## src/hw/pdfc_pkg.sv

```systemverilog
/*
 Shared constants for the power-down and freeze controller: register map,
 field positions, reset values and sizes.
 Assumes the Avalon-MM slave uses word addresses of 32-bit registers.
*/
package pdfc_pkg;
   // ==========================================================
   // Sizes
   localparam int unsigned NUM_CELLS   = 8;
   localparam int unsigned NUM_PINS    = 8;
   localparam int unsigned SIG_W       = 16;
   localparam int unsigned ADDR_W      = 4;
   localparam int unsigned IDLE_CYC    = 16;
   localparam int unsigned IDLE_W      = 5;
   localparam int unsigned INIT_CYC    = 4;
   localparam int unsigned INIT_W      = 3;
   localparam int unsigned PATTERN_W   = 32;
   localparam int unsigned PAT_DEPTH   = 8;
   localparam int unsigned PAT_AW      = 3;

   // ==========================================================
   // Register word offsets
   localparam logic [ADDR_W-1:0] REG_CTRL      = 4'h0;
   localparam logic [ADDR_W-1:0] REG_STATUS    = 4'h1;
   localparam logic [ADDR_W-1:0] REG_CELL_PWR  = 4'h2;
   localparam logic [ADDR_W-1:0] REG_SLEW_FAST = 4'h3;
   localparam logic [ADDR_W-1:0] REG_OUT_POL   = 4'h4;
   localparam logic [ADDR_W-1:0] REG_SIG       = 4'h5;
   localparam logic [ADDR_W-1:0] REG_PAT_ADDR  = 4'h6;
   localparam logic [ADDR_W-1:0] REG_PAT_DATA  = 4'h7;
   localparam logic [ADDR_W-1:0] REG_LOGIC_IN  = 4'h8;
   localparam logic [ADDR_W-1:0] REG_LOGIC_OUT = 4'h9;

   // ==========================================================
   // Control register bits
   localparam int unsigned CTRL_USE_A    = 0;
   localparam int unsigned CTRL_USE_B    = 1;
   localparam int unsigned CTRL_STANDBY  = 2;
   localparam int unsigned CTRL_KEEPER   = 3;
   localparam int unsigned CTRL_SECURE   = 4;
   localparam int unsigned CTRL_W        = 5;

   // Status register bits
   localparam int unsigned ST_SLEEP      = 0;
   localparam int unsigned ST_STANDBY    = 1;
   localparam int unsigned ST_INIT       = 2;
   localparam int unsigned ST_SECURE     = 3;
   localparam int unsigned ST_REFUSED    = 4;

   // Reset values
   localparam logic [CTRL_W-1:0]    CTRL_RST = 5'h00;
   localparam logic [NUM_PINS-1:0]  SLEW_RST = 8'h00;
   localparam logic [NUM_PINS-1:0]  POL_RST  = 8'h00;
   localparam logic [NUM_CELLS-1:0] CPWR_RST = 8'h00;
   localparam logic [SIG_W-1:0]     SIG_RST  = 16'h0000;
   localparam logic [31:0]          RD_ZERO  = 32'h0000_0000;

   typedef enum logic [1:0] {
      PDFC_INIT,
      PDFC_RUN,
      PDFC_STANDBY,
      PDFC_SLEEP
   } pdfc_state_t;
endpackage

```

## src/hw/pdfc_pat_if.sv

```systemverilog
/*
 Interface carrying pattern memory access between the controller and its
 pattern store.
 Assumes one clock shared by both ends.
*/
`timescale 1ns/10ps
`default_nettype none
interface pdfc_pat_if;
   logic                            we;
   logic [pdfc_pkg::PAT_AW-1:0]     addr;
   logic [pdfc_pkg::PATTERN_W-1:0]  wdata;
   logic [pdfc_pkg::PATTERN_W-1:0]  rdata;
   modport ctrl (output we, output addr, output wdata, input rdata);
   modport mem  (input we, input addr, input wdata, output rdata);
endinterface
`default_nettype wire

```

## src/hw/pdfc_pat_mem.sv

```systemverilog
/*
 Small configuration pattern store with registered read data.
 Gates writes and read data with the clock enable itself.
*/
`timescale 1ns/10ps
`default_nettype none
module pdfc_pat_mem (
   input  wire logic    clk,     // System clock
   input  wire logic    ce,      // Clock enable
   pdfc_pat_if.mem      bus      // Access port
);
   logic [pdfc_pkg::PATTERN_W-1:0] mem [pdfc_pkg::PAT_DEPTH];

   // ==========================================================
   // Storage
   always_ff @(posedge clk) begin
      if (ce) begin
         if (bus.we) begin
            mem[bus.addr] <= bus.wdata;
         end
         bus.rdata <= mem[bus.addr];
      end
   end
endmodule
`default_nettype wire

```

## src/hw/pdfc_top.sv

```systemverilog
/*
 Power-down, standby and freeze controller with pin keepers, per-cell power,
 slew settings, power-up initialization and a secured pattern readback.
 Assumes sleep pins arrive asynchronously and software uses Avalon-MM.
*/
// The register addresses and the Avalon-MM register port are this design's own decisions.
// Operation
// RULE1 - Enabled sleep pin high on either input forces power-down.
// RULE2 - During power-down internal state and enabled outputs hold entry values.
// RULE3 - During power-down pin transitions are ignored until the pin falls.
// RULE4 - A pin used for sleep is not a logic input or output.
// RULE5 - Standby option: idle logic enters standby, activity resumes operation.
// RULE6 - Each macrocell has its own reduced-power setting.
// RULE7 - Each output has a slew setting, slow unless selected fast.
// RULE8 - Power-up initializes registers; outputs follow configured buffer polarity.
// RULE9 - System keeps clock stable and meets setup after power-up reset.
// RULE10 - Keeper option holds undriven pins at their last driven level.
// RULE11 - Secured device refuses pattern readback; signature stays readable.
// RULE12 - Leaving power-down resumes from held state without reinitialization.
`timescale 1ns/10ps
`default_nettype none
module pdfc_top (
   input  wire logic                              clk,             // 10 MHz clock
   input  wire logic                              rst_n,           // Power-up reset, async low
   input  wire logic                              ce,              // Clock enable
   input  wire logic [pdfc_pkg::ADDR_W-1:0]       avs_address,     // Word address
   input  wire logic                              avs_read,        // Read request
   input  wire logic                              avs_write,       // Write request
   input  wire logic [31:0]                       avs_writedata,   // Write data
   input  wire logic [3:0]                        avs_byteenable,  // Byte lanes
   output logic [31:0]                            avs_readdata,    // Read data
   output logic                                   avs_waitrequest, // Stall
   input  wire logic                              sleep_pin_a,     // Power-down pin A
   input  wire logic                              sleep_pin_b,     // Power-down pin B
   input  wire logic [pdfc_pkg::NUM_PINS-1:0]     pin_in,          // Logic pin level
   input  wire logic [pdfc_pkg::NUM_PINS-1:0]     pin_driven,      // Pin is driven externally
   output logic [pdfc_pkg::NUM_PINS-1:0]          pin_out,         // Output pin value
   output logic [pdfc_pkg::NUM_PINS-1:0]          pin_oe_n,        // Output enable, low drives
   output logic [pdfc_pkg::NUM_PINS-1:0]          pin_slew_fast,   // Fast edge select per pin
   output logic [pdfc_pkg::NUM_CELLS-1:0]         cell_low_power,  // Reduced power per cell
   output logic                                   sleeping,        // Power-down active
   output logic                                   standby          // Standby active
);
   localparam int unsigned NP = pdfc_pkg::NUM_PINS;
   localparam int unsigned NC = pdfc_pkg::NUM_CELLS;

   pdfc_pkg::pdfc_state_t         state;
   logic [pdfc_pkg::CTRL_W-1:0]   ctrl;
   logic [NP-1:0]                 slew_fast;
   logic [NP-1:0]                 out_pol;
   logic [NC-1:0]                 cell_pwr;
   logic [pdfc_pkg::SIG_W-1:0]    signature;
   logic [pdfc_pkg::PAT_AW-1:0]   pat_addr;
   logic [NP-1:0]                 logic_out;
   logic [NP-1:0]                 out_en;
   logic                          refused;
   logic [2:0]                    sa_sync;
   logic [2:0]                    sb_sync;
   logic [NP-1:0]                 pin_s1;
   logic [NP-1:0]                 pin_s2;
   logic [NP-1:0]                 pin_s3;
   logic [NP-1:0]                 drv_s1;
   logic [NP-1:0]                 drv_s2;
   logic [NP-1:0]                 drv_s3;
   logic [NP-1:0]                 pin_level;
   logic [NP-1:0]                 pin_prev;
   logic [pdfc_pkg::IDLE_W-1:0]   idle_cnt;
   logic [pdfc_pkg::INIT_W-1:0]   init_cnt;
   logic                          rd_pend;
   logic                          sleep_req;
   logic                          frozen;
   logic                          activity;
   logic                          wr_hit;
   logic                          rd_hit;
   logic [NP-1:0]                 sleep_pin_mask;
   logic [31:0]                   next_readdata;

   pdfc_pat_if pat ();

   pdfc_pat_mem u_pat (
      .clk (clk),
      .ce  (ce),
      .bus (pat)
   );

   // ==========================================================
   // Pin synchronizers, three stages, change counts when 2 and 3 agree; a sleep pin releases once stage 2 falls
   always_ff @(posedge clk or negedge rst_n) begin
      if (!rst_n) begin
         sa_sync <= 3'h0;
         sb_sync <= 3'h0;
         pin_s1  <= '0;
         pin_s2  <= '0;
         pin_s3  <= '0;
         drv_s1  <= '0;
         drv_s2  <= '0;
         drv_s3  <= '0;
      end else if (ce) begin
         sa_sync <= {sa_sync[1:0], sleep_pin_a};
         sb_sync <= {sb_sync[1:0], sleep_pin_b};
         pin_s1  <= pin_in;
         pin_s2  <= pin_s1;
         pin_s3  <= pin_s2;
         drv_s1  <= pin_driven;
         drv_s2  <= drv_s1;
         drv_s3  <= drv_s2;
      end
   end

   // Either enabled pin, once stable, requests power-down
   assign sleep_req = (ctrl[pdfc_pkg::CTRL_USE_A] && sa_sync[1] && sa_sync[2]) ||
                      (ctrl[pdfc_pkg::CTRL_USE_B] && sb_sync[1] && sb_sync[2]); // RULE1
   assign frozen    = (state == pdfc_pkg::PDFC_SLEEP);

   // Pins 0 and 1 double as sleep pins when those inputs are enabled
   always_comb begin
      sleep_pin_mask    = '0;
      sleep_pin_mask[0] = ctrl[pdfc_pkg::CTRL_USE_A]; // RULE4
      sleep_pin_mask[1] = ctrl[pdfc_pkg::CTRL_USE_B]; // RULE4
   end

   // ==========================================================
   // Pin level with optional keeper; frozen while asleep
   always_ff @(posedge clk or negedge rst_n) begin
      if (!rst_n) begin
         pin_level <= '0;
         pin_prev  <= '0;
      end else if (ce && !frozen) begin // RULE3
         for (int i = 0; i < NP; i++) begin
            if ((drv_s2[i] && drv_s3[i]) || !ctrl[pdfc_pkg::CTRL_KEEPER]) begin
               if (pin_s2[i] == pin_s3[i]) begin
                  pin_level[i] <= pin_s3[i];
               end
            end // RULE10
         end
         pin_prev <= pin_level;
      end
   end

   assign activity = (pin_level != pin_prev) || wr_hit;

   // ==========================================================
   // Operating state
   always_ff @(posedge clk or negedge rst_n) begin
      if (!rst_n) begin
         state    <= pdfc_pkg::PDFC_INIT;
         init_cnt <= '0;
         idle_cnt <= '0;
      end else if (ce) begin
         case (state)
            pdfc_pkg::PDFC_INIT: begin
               // Registers already cleared; count settles outputs to polarity
               if (init_cnt == 3'(pdfc_pkg::INIT_CYC - 1)) begin
                  state <= pdfc_pkg::PDFC_RUN; // RULE8
               end else begin
                  init_cnt <= init_cnt + 3'h1;
               end
            end
            pdfc_pkg::PDFC_RUN: begin
               if (sleep_req) begin
                  state <= pdfc_pkg::PDFC_SLEEP; // RULE1
               end else if (activity) begin
                  idle_cnt <= '0;
               end else if (ctrl[pdfc_pkg::CTRL_STANDBY]) begin
                  if (idle_cnt == 5'(pdfc_pkg::IDLE_CYC - 1)) begin
                     state <= pdfc_pkg::PDFC_STANDBY; // RULE5
                  end else begin
                     idle_cnt <= idle_cnt + 5'h01;
                  end
               end
            end
            pdfc_pkg::PDFC_STANDBY: begin
               if (sleep_req) begin
                  state <= pdfc_pkg::PDFC_SLEEP;
               end else if (activity || !ctrl[pdfc_pkg::CTRL_STANDBY]) begin
                  state    <= pdfc_pkg::PDFC_RUN; // RULE5
                  idle_cnt <= '0;
               end
            end
            pdfc_pkg::PDFC_SLEEP: begin
               // Return keeps every held value except idle_cnt, which clears; no init pass
               if (!sleep_req) begin
                  state    <= pdfc_pkg::PDFC_RUN; // RULE12
                  idle_cnt <= '0;
               end
            end
            default: state <= pdfc_pkg::PDFC_INIT;
         endcase
      end
   end

   // ==========================================================
   // Register bus; writes ignored while frozen so state holds
   assign wr_hit = avs_write && !avs_waitrequest && !frozen; // RULE2
   assign rd_hit = avs_read && !rd_pend;
   // Reads take one extra cycle for the registered pattern memory
   assign avs_waitrequest = avs_read && !rd_pend;

   always_ff @(posedge clk or negedge rst_n) begin
      if (!rst_n) begin
         rd_pend <= 1'b0;
      end else if (ce) begin
         rd_pend <= rd_hit;
      end
   end

   always_ff @(posedge clk or negedge rst_n) begin
      if (!rst_n) begin
         ctrl      <= pdfc_pkg::CTRL_RST; // RULE8
         slew_fast <= pdfc_pkg::SLEW_RST; // RULE7
         out_pol   <= pdfc_pkg::POL_RST;
         cell_pwr  <= pdfc_pkg::CPWR_RST;
         signature <= pdfc_pkg::SIG_RST;
         pat_addr  <= '0;
         logic_out <= '0;
         out_en    <= '0;
      end else if (ce && wr_hit && avs_byteenable[0]) begin
         case (avs_address)
            pdfc_pkg::REG_CTRL: begin
               // Security fuse is one-way: only reset clears it
               ctrl <= avs_writedata[pdfc_pkg::CTRL_W-1:0] |
                       (ctrl & 5'(1 << pdfc_pkg::CTRL_SECURE));
            end
            pdfc_pkg::REG_CELL_PWR:  cell_pwr  <= avs_writedata[NC-1:0]; // RULE6
            pdfc_pkg::REG_SLEW_FAST: slew_fast <= avs_writedata[NP-1:0]; // RULE7
            pdfc_pkg::REG_OUT_POL:   out_pol   <= avs_writedata[NP-1:0];
            pdfc_pkg::REG_SIG:       signature <= avs_writedata[pdfc_pkg::SIG_W-1:0];
            pdfc_pkg::REG_PAT_ADDR:  pat_addr  <= avs_writedata[pdfc_pkg::PAT_AW-1:0];
            pdfc_pkg::REG_LOGIC_OUT: begin
               logic_out <= avs_writedata[NP-1:0];
               out_en    <= avs_writedata[NP+NP-1:NP];
            end
            default: ;
         endcase
      end
   end

   // Pattern store: written and read back only when unsecured
   assign pat.addr  = pat_addr;
   assign pat.wdata = avs_writedata;
   assign pat.we    = wr_hit && (avs_address == pdfc_pkg::REG_PAT_DATA) &&
                      !ctrl[pdfc_pkg::CTRL_SECURE];

   always_ff @(posedge clk or negedge rst_n) begin
      if (!rst_n) begin
         refused <= 1'b0;
      end else if (ce && rd_hit && avs_address == pdfc_pkg::REG_PAT_DATA) begin
         refused <= ctrl[pdfc_pkg::CTRL_SECURE]; // RULE11
      end
   end

   always_comb begin
      next_readdata = pdfc_pkg::RD_ZERO;
      case (avs_address)
         pdfc_pkg::REG_CTRL:      next_readdata[pdfc_pkg::CTRL_W-1:0] = ctrl;
         pdfc_pkg::REG_STATUS: begin
            next_readdata[pdfc_pkg::ST_SLEEP]   = frozen;
            next_readdata[pdfc_pkg::ST_STANDBY] = (state == pdfc_pkg::PDFC_STANDBY);
            next_readdata[pdfc_pkg::ST_INIT]    = (state == pdfc_pkg::PDFC_INIT);
            next_readdata[pdfc_pkg::ST_SECURE]  = ctrl[pdfc_pkg::CTRL_SECURE];
            next_readdata[pdfc_pkg::ST_REFUSED] = refused;
         end
         pdfc_pkg::REG_CELL_PWR:  next_readdata[NC-1:0] = cell_pwr;
         pdfc_pkg::REG_SLEW_FAST: next_readdata[NP-1:0] = slew_fast;
         pdfc_pkg::REG_OUT_POL:   next_readdata[NP-1:0] = out_pol;
         pdfc_pkg::REG_SIG:       next_readdata[pdfc_pkg::SIG_W-1:0] = signature; // RULE11
         pdfc_pkg::REG_PAT_ADDR:  next_readdata[pdfc_pkg::PAT_AW-1:0] = pat_addr;
         pdfc_pkg::REG_PAT_DATA: begin
            if (!ctrl[pdfc_pkg::CTRL_SECURE]) begin
               next_readdata = pat.rdata; // RULE11
            end
         end
         pdfc_pkg::REG_LOGIC_IN:  next_readdata[NP-1:0] = pin_level & ~sleep_pin_mask; // RULE4
         pdfc_pkg::REG_LOGIC_OUT: next_readdata[NP+NP-1:0] = {out_en, logic_out};
         default: next_readdata = pdfc_pkg::RD_ZERO;
      endcase
   end

   always_ff @(posedge clk or negedge rst_n) begin
      if (!rst_n) begin
         avs_readdata <= pdfc_pkg::RD_ZERO;
      end else if (ce && rd_hit) begin
         avs_readdata <= next_readdata;
      end
   end

   // ==========================================================
   // Pin outputs, registered and held while asleep
   always_ff @(posedge clk or negedge rst_n) begin
      if (!rst_n) begin
         pin_out        <= '0; // RULE8
         pin_oe_n       <= '1;
         pin_slew_fast  <= '0;
         cell_low_power <= '0;
         sleeping       <= 1'b0;
         standby        <= 1'b0;
      end else if (ce) begin
         if (!frozen) begin // RULE2
            pin_out       <= (logic_out ^ out_pol) & ~sleep_pin_mask; // RULE8
            pin_oe_n      <= ~(out_en & ~sleep_pin_mask); // RULE4
            pin_slew_fast <= slew_fast; // RULE7
         end
         cell_low_power <= cell_pwr; // RULE6
         sleeping       <= frozen;
         standby        <= (state == pdfc_pkg::PDFC_STANDBY);
      end
   end
endmodule
`default_nettype wire

```

## config.mk

```make
export PLATFORM = sky130hd
export DESIGN_NAME = pdfc_top
export DESIGN_NICKNAME = d
export VERILOG_FILES = /design/src/hw/pdfc_pkg.sv /design/src/hw/pdfc_pat_if.sv /design/src/hw/pdfc_pat_mem.sv /design/src/hw/pdfc_top.sv
export SDC_FILE = /design/constraint.sdc
export NUM_CORES = 1
export LEC_CHECK = 0
export BUFFER_PORTS_ARGS = -buffer_cell sky130_fd_sc_hd__clkbuf_2
export CAP_MARGIN = 20
export CORE_ASPECT_RATIO = 2
export CORE_MARGIN = 3
export CORE_UTILIZATION = 60
export CTS_CLUSTER_DIAMETER = 150
export DETAILED_ROUTE_END_ITERATION = 10
export PLACE_DENSITY = 0.91
export SLEW_MARGIN = 15
export SYNTH_ARGS = -nofsm -noshare
export SYNTH_HDL_FRONTEND = slang
export SYNTH_SLANG_ARGS = --single-unit
```

## constraint.sdc

```tcl
create_clock -name clk -period 6.3 [get_ports clk]
set_input_delay 0.945 -clock clk [delete_from_list [all_inputs] [get_ports clk]]
set_output_delay 0.945 -clock clk [all_outputs]
set_load 0.005 [all_outputs]
```

==> results of run 1 <==
critical path, delay by kind of cell:
family                 cells  cell delay (ns)
buffers and inverters      3             1.29
AND/OR/NAND/NOR            4             1.96
cell type report:
type | instances | area, um^2 | area share [%]
flip-flops and latches | 500 | 14000 | 63.7
multi-input cells | 659 | 5130 | 23.4
clock buffers | 52 | 1160 | 5.28
repair buffers | 145 | 798 | 3.64
well taps | 423 | 529 | 2.41
clock inverters | 23 | 278 | 1.27
inverters | 19 | 71.3 | 0.325
cell families (layout without fill, tap and decap cells):
kind of cell / count (synthesis) / after routing / synth area share [%]
buffers and inverters: 91 / 239 / 1.95
AND/OR/NAND/NOR: 211 / 211 / 5.57
AO/OA/AOI/OAI: 267 / 267 / 9.79
adder cells (fa/ha/maj): 8 / 8 / 0.516
multiplexers: 156 / 156 / 9.14
XOR/XNOR: 17 / 17 / 1.04
flip-flops: 500 / 500 / 72.0
cell usage in the layout, fill, tap and decap left out, types with 4 or more instances in the layout:
cell,n
nor2_1,16
xnor2_1,13
a21oi_1,27
nor3b_2,4
nor2_2,5
mux2_1,16
nand3_1,8
edfxtp_1,288
dfstp_2,8
mux2i_1,5
nand4_1,34
dfrtp_1,204
mux2_2,133
and2_1,5
nand2_1,88
clkbuf_2,124
a222oi_1,8
buf_4,19
and3_1,7
a22o_1,4
a32oi_1,4
ha_1,8
a22oi_1,139
inv_1,19
clkinv_1,6
nor2b_1,5
clkbuf_16,42
bufinv_16,6
nand2b_1,8
clkbuf_8,7
nor3_1,6
clkinv_2,7
o21ai_0,53
flip-flops by register name, summed over array words and instances, names as in the netlist, 5 cells and up:
name / cells
pin_s1: 8
drv_s2: 8
pin_out: 8
cell_low_power: 8
drv_s3: 8
u_pat.bus.rdata: 32
avs_readdata: 32
slew_fast: 8
pin_prev: 8
logic_out: 8
pin_level: 8
pin_s2: 8
pin_s3: 8
u_pat.mem: 256
signature: 16
drv_s1: 8
pin_slew_fast: 8
ctrl: 5
pin_oe_n: 8
out_pol: 8
out_en: 8
idle_cnt: 5
cell_pwr: 8
path summary, 6_finish.rpt:
path / start / cells after the start / slack, ns / end
setup / recovery: avs_address[2] / 7 / 2.28 / u_pat.mem[7][28]$_DFFE_PP_
hold reg to reg: out_en[2]$_DFFE_PN0P_ / 1 / 0.47 / pin_oe_n[2]$_DFFE_PN1P_
setup reg to reg: ctrl[4]$_DFFE_PN0P_ / 5 / 3.02 / u_pat.mem[7][28]$_DFFE_PP_
max in group asynchronous: rst_n / 2 / 4.82 / avs_readdata[25]$_DFFE_PN0P_
min in group clk: out_en[2]$_DFFE_PN0P_ / 1 / 0.47 / pin_oe_n[2]$_DFFE_PN1P_
hold / removal: rst_n / 1 / 0.25 / avs_readdata[21]$_DFFE_PN0P_
stage by stage:
step / worst slack [ns] / cell area [um^2] / hold WS, ns / power [mW] / util [%]
finish: 2.28 / 21900 / 0.247 / 7.75 / 69.3
global route: 2.13 / 21900 / 0.250 / 7.99 / 69.3
CTS: 2.40 / 21900 / 0.241 / 7.76 / 69.3
detailed placement: 1.85 / 20500 / 0.457 / 5.09 / 64.7
global placement: 2.02 / 20500 / 0.445 / 5.01 / 64.7
floorplan: 0.753 / 19400 / 0.421 / 4.65 / -
report_power, final:
part	switching, mW	internal (mW)	total [mW]
Sequential	0.255	3.77	4.02
Combinational	0.590	0.454	1.04
Clock	1.13	1.55	2.69
Total	1.98	5.78	7.75
metal layers:
layer	up-vias	wire [um]	global-route usage, %
li1	5052	-	-
met1	6037	15800	30.8
met2	855	25300	48.9
met3	219	3780	4.46
met4	0	3130	17.9
met5	-	0	0
==> metrics, run 1 <==
result of the run finished clean; die span in y 260 um; I/O pin cnt 130; number of warnings issued by yosys 0; most repeated cell in the gate-level netlist after synthesis edfxtp_1; Port Buf Inserts 126; total length of routed wires 48000 um; mean routed wirelength per cell 26.4 um; post-synthesis to final-layout area growth 13.1%; drt pass-1 iters 5; DRC viols 0; post-detailed-route count of antenna-violating nets 0; Max Slew Vio Count 0; Yosys top cell area share 44.6%; number of register bits inferred by synthesis 500; clock latency on the worst-skew pair 0.55 ns; cells taking the most area after synthesis edfxtp_1 (45%), dfrtp_1 (26%), mux2_2 (7.7%); Die X ~130 um; count of unique library cells instantiated by Yosys 65; total global routing track utilization 27.7%; number of antenna violations at the first check in global routing 0; synthesized area just under 0.02 mm^2; RSZ-0062 raised after global routing no; final HPWL from detailed placement 28800 um; placed instance count between 1500 and 2000; cells along the critical path clkbuf_2 > nor2b_1 > and4b_1 > buf_4 > nand3_1 > nor2_2 > buf_4; leakage dissipation 8.43 nW; post-synth net total 1321; Max-slew headroom 26.5%; most frequent CP cell buf_4; number of vias per cell 6.68; maximum fanout along the worst path 33; largest stage delay on the critical path about 0.84 ns; global-route wire length before repair about 73000 um; async set or reset register ratio after synthesis a little over two fifths; worst setup path category primary input to register; Post-Syn Area per Cell 15.5 um^2; die area around 0.035 mm^2; sum of negative setup slack 0 ns; number of endpoints with negative hold slack in the final report 0; CTS Hold Buffers Added 0; largest buffer count on any clock path 3; required time reported for the critical path endpoint 6.51 ns; pin count of the biggest net entering global routing about 190; Final min period 4.02 ns; cell taking the most area after synthesis edfxtp_1; vias in the first global route 12700; EDFF count, synth 288; CTS H-tree depth 2; Clock Skews 0.0159 ns; fraction of final layout cells with drive strength greater than 1 between 20% and 30%; critical path data arrival time 4.23 ns; post-synthesis instance total 1250; worst slew pin tran 1.10 ns; Final setup viols 0; post-route clock period utilization 63.8%; Pwr Density 354 mW/mm^2; critical-path cell with the highest stage delay nor2_2; worst vdd rail ir drop 0.216 mV; final layout net count about 1400; number of diodes 0; Worst setup EP type register; non-filler instance count after layout 1821; TritonCTS clock tree built; placeable core region 0.0317 mm^2; global route total overflow 0; maximum operating frequency roughly 250 MHz; weighted congestion reported at the end of routability-driven placement 0.938; DR iter-0 viols between 1500 and 2000; fraction of the yosys area taken by sequential cells 72.0%; starting utilization of the core area 61.3%; startpoint type of the worst setup path primary input; number of buffers added by the clock tree synthesis step between 40 and 50; ranking of synthesized cells by instance count edfxtp_1 (288), dfrtp_1 (204), a22oi_1 (139); Post-synth top flop edfxtp_1; post-CTS setup buffer count 0; clk sinks 500; number of gates resized after CTS 0; number of placement rows 92; class of the tightest hold or removal check primary input to async pin; Vias 12200; number of fill cells 1860; CTS clk-pin slew, worst paths 0.07 ns; CTS Root Buffer Type clkbuf_16; number of maximum-capacitance constraint violations 0
No activity file was read; power rests on OpenSTA's default activity.
==> inputs of run 2 (changes only) <==
--- a/config.mk
+++ b/config.mk
@@ -9,10 +9,10 @@
 export CAP_MARGIN = 20
 export CORE_ASPECT_RATIO = 2
 export CORE_MARGIN = 3
-export CORE_UTILIZATION = 60
+export CORE_UTILIZATION = 54
 export CTS_CLUSTER_DIAMETER = 150
 export DETAILED_ROUTE_END_ITERATION = 10
-export PLACE_DENSITY = 0.91
+export PLACE_DENSITY = 0.87
 export SLEW_MARGIN = 15
 export SYNTH_ARGS = -nofsm -noshare
 export SYNTH_HDL_FRONTEND = slang
==> constraint.sdc (replaced) <==
create_clock -name clk -period 3.3 [get_ports clk]
set_input_delay 0.495 -clock clk [delete_from_list [all_inputs] [get_ports clk]]
set_output_delay 0.495 -clock clk [all_outputs]
set_load 0.005 [all_outputs]
==> metrics, run 2 (same netlist as run 1, synthesis figures left out) <==
result of the run finished clean; total global routing track utilization 23.7% (-3.9 points); number of cells on the critical path 5 (-2); gate family responsible for the most delay along the worst path simple AND/OR/NAND/NOR gates; total length of routed wires 46200 um (-3.8%); worst hold path cell count 2; clock latency on the worst-skew pair 0.56 ns (about the same); buffer and inverter count on the worst path 1 (-2); leakage dissipation 8.54 nW (+1.3%); Worst setup EP type register; worst vdd rail ir drop 0.676 mV (+210%); DRC viols 0 (unchanged); Clock Skews 0.0284 ns (+0.0125 ns); Port Buf Inserts 126 (unchanged); instance area after placement 0.0207 mm^2 (+1.1%); largest buffer count on any clock path 3 (unchanged); Final min period roughly 2.6 ns; worst setup path category register to register; number of vias per cell 6.31 (-5.5%); share of total power in sequential cells 52.7% (+0.8 points); switch share 25.6% (+0.082 points); Final setup viols 0 (unchanged); drt pass-1 iters 6 (+1); Int Power 10.8 mW (+87%); global route total overflow 0 (unchanged); minimum hold slack 0.189 ns (-0.0575 ns); cells on worst reg2reg path 5 (unchanged); DR iter-0 viols 1254 (-20%); worst slew pin tran 0.800 ns (-0.300 ns); number of maximum-capacitance constraint violations 0 (unchanged); Setup crit start state[0]$_DFFE_PN0P_; Pwr Density 658 mW/mm^2 (+86%); post-route clock period utilization 79.3%; required time reported for the critical path endpoint 3.48 ns (-3.03 ns); cells along the critical path ha_1 > nor3_1 > nand3_1 > nor4_4 > buf_4; Util after Layout 62.8% (-6.5 points); I/O pin cnt 130 (unchanged); sum of negative setup slack 0 ns (unchanged); TritonCTS clock tree built; largest register by flop count u_pat.mem; die area 0.0384 mm^2 (+11%); weighted congestion reported at the end of routability-driven placement 0.908 (-3.2%); fin area 0.0221 mm^2 (+0.77%); die span in y 274 um (+5.3%); starting utilization of the core area 55.1% (-6.2 points); critical-path cell with the highest stage delay buf_4; non-filler instance count after layout 1873 (+2.9%); overall power 14.5 mW (+87%); number of endpoints with negative hold slack in the final report 0 (unchanged); max reg flops 256 (unchanged); maximum operating frequency approximately 380 MHz; proportion of power drawn by the clock network 33.7% (-1.0 points); mean routed wirelength per cell 24.7 um (-6.5%); Critical path destination u_pat.mem[0][9]$_DFFE_PP_; final HPWL from detailed placement 29600 um (+2.8%); sw power 3.72 mW (+88%); Max Slew Vio Count 0 (unchanged); RSZ-0062 raised after global routing no; Max-slew headroom 46.7% (+20 points); commonest non-fill, non-tap cell in the layout edfxtp_1; maximum fanout along the worst path 32 (-3.0%); post-synthesis to final-layout area growth 13.9%; Vias 11800 (-2.8%); leading registers by flop count u_pat.mem x256, avs_readdata x32, u_pat.bus.rdata x32; setup ws final 0.685 ns (-1.60 ns); Placement Setup Slack 0.537 ns (-1.31 ns); critical path data arrival time 2.80 ns (-1.43 ns); post-detailed-route count of antenna-violating nets 0 (unchanged); number of buffers added by the clock tree synthesis step 42 (+2.4%); commonest non-fill, non-tap cells in the layout edfxtp_1 (288), dfrtp_1 (204), a22oi_1 (139), mux2_2 (133), clkbuf_2 (124); vias in the first global route 12500 (-1.5%); start of the worst register-to-register path state[0]$_DFFE_PN0P_; startpoint type of the worst setup path register; Die X 140 um (+5.2%); critical register-to-register path endpoint u_pat.mem[0][9]$_DFFE_PP_; clk sinks 500 (unchanged); fraction of final layout cells with drive strength greater than 1 28.5% (+1.1 points); number of placement rows 97 (+5.4%); Logic pwr share 13.6% (about the same); class of the tightest hold or removal check primary input to register; CTS Root Buffer Type clkbuf_16; pin count of the biggest net entering global routing 83 (-55%); CTS clk-pin slew, worst paths 0.07 ns (about the same); largest stage delay on the critical path 0.52 ns (-0.32 ns); placed instance count 1795 (+2.8%); reg-to-reg slack, setup 0.68 ns (-2.34 ns); placeable core region 0.0352 mm^2 (+11%); global-route wire length before repair 70400 um (-4.0%); number of antenna violations at the first check in global routing 1 (+1); final layout net count 1466 (+2.0%); CTS H-tree depth 2 (unchanged)
[run 2: worst reg2reg max path: stages, from the launching register on]
cell and delay (ns):
dfrtp_1 0.42, ha_1 0.23, nor3_1 0.28, nand3_1 0.49
nor4_4 0.30, buf_4 0.52
[run 2: final cells by class]
class	instances	area [um^2]
Sequential cell	500	14000
Fill cell	2439	13100
Multi-Input combinational cell	659	5120
Clock buffer	54	1160
Timing Repair Buffer	173	1010
Tap cell	445	557
Clock inverter	21	205
Inverter	19	71.3
Antenna cell	2	5.00
[run 2: power groups by stage]
stage / clock network [mW] / registers (mW) / logic (mW)
floorplan: 0 / 7.61 / 1.28
global placement: 0 / 7.74 / 1.87
detailed placement: 0 / 7.78 / 1.96
CTS: 4.95 / 7.66 / 2.00
global route: 5.18 / 7.71 / 2.15
finish: 4.89 / 7.66 / 1.97
[run 2: what timing repair did]
action | in CTS | in global routing
resized for setup | 0 | 0
hold buffers | 1 | 0
buffers inserted | 0 | 0
hold endpoints to repair | 68 | 0
[run 2: routing by layer]
layer	routed length [um]	up-vias	share of wire [%]	global-route usage [%]
met1	15300	5903	33	25.8
met2	24900	649	54	43.2
li1	-	5090	-	-
met3	3100	180	6.7	3.51
met4	2920	0	6.3	14.3
met5	0	-	0	0
[run 2: how the worst min path moves through the flow]
stage               slack (ns)                    from                           to
floorplan                 0.20                   rst_n  avs_readdata[0]$_DFFE_PN0P_
global route              0.18               pin_in[5]        pin_s1[5]$_DFFE_PN0P_
CTS                       0.17               pin_in[5]        pin_s1[5]$_DFFE_PN0P_
global placement          0.44   out_en[6]$_DFFE_PN0P_      pin_oe_n[6]$_DFFE_PN1P_
detailed placement        0.47  pin_out[2]$_DFFE_PN0P_       pin_out[2]$_DFFE_PN0P_
finish                    0.19           pin_driven[3]        drv_s1[3]$_DFFE_PN0P_
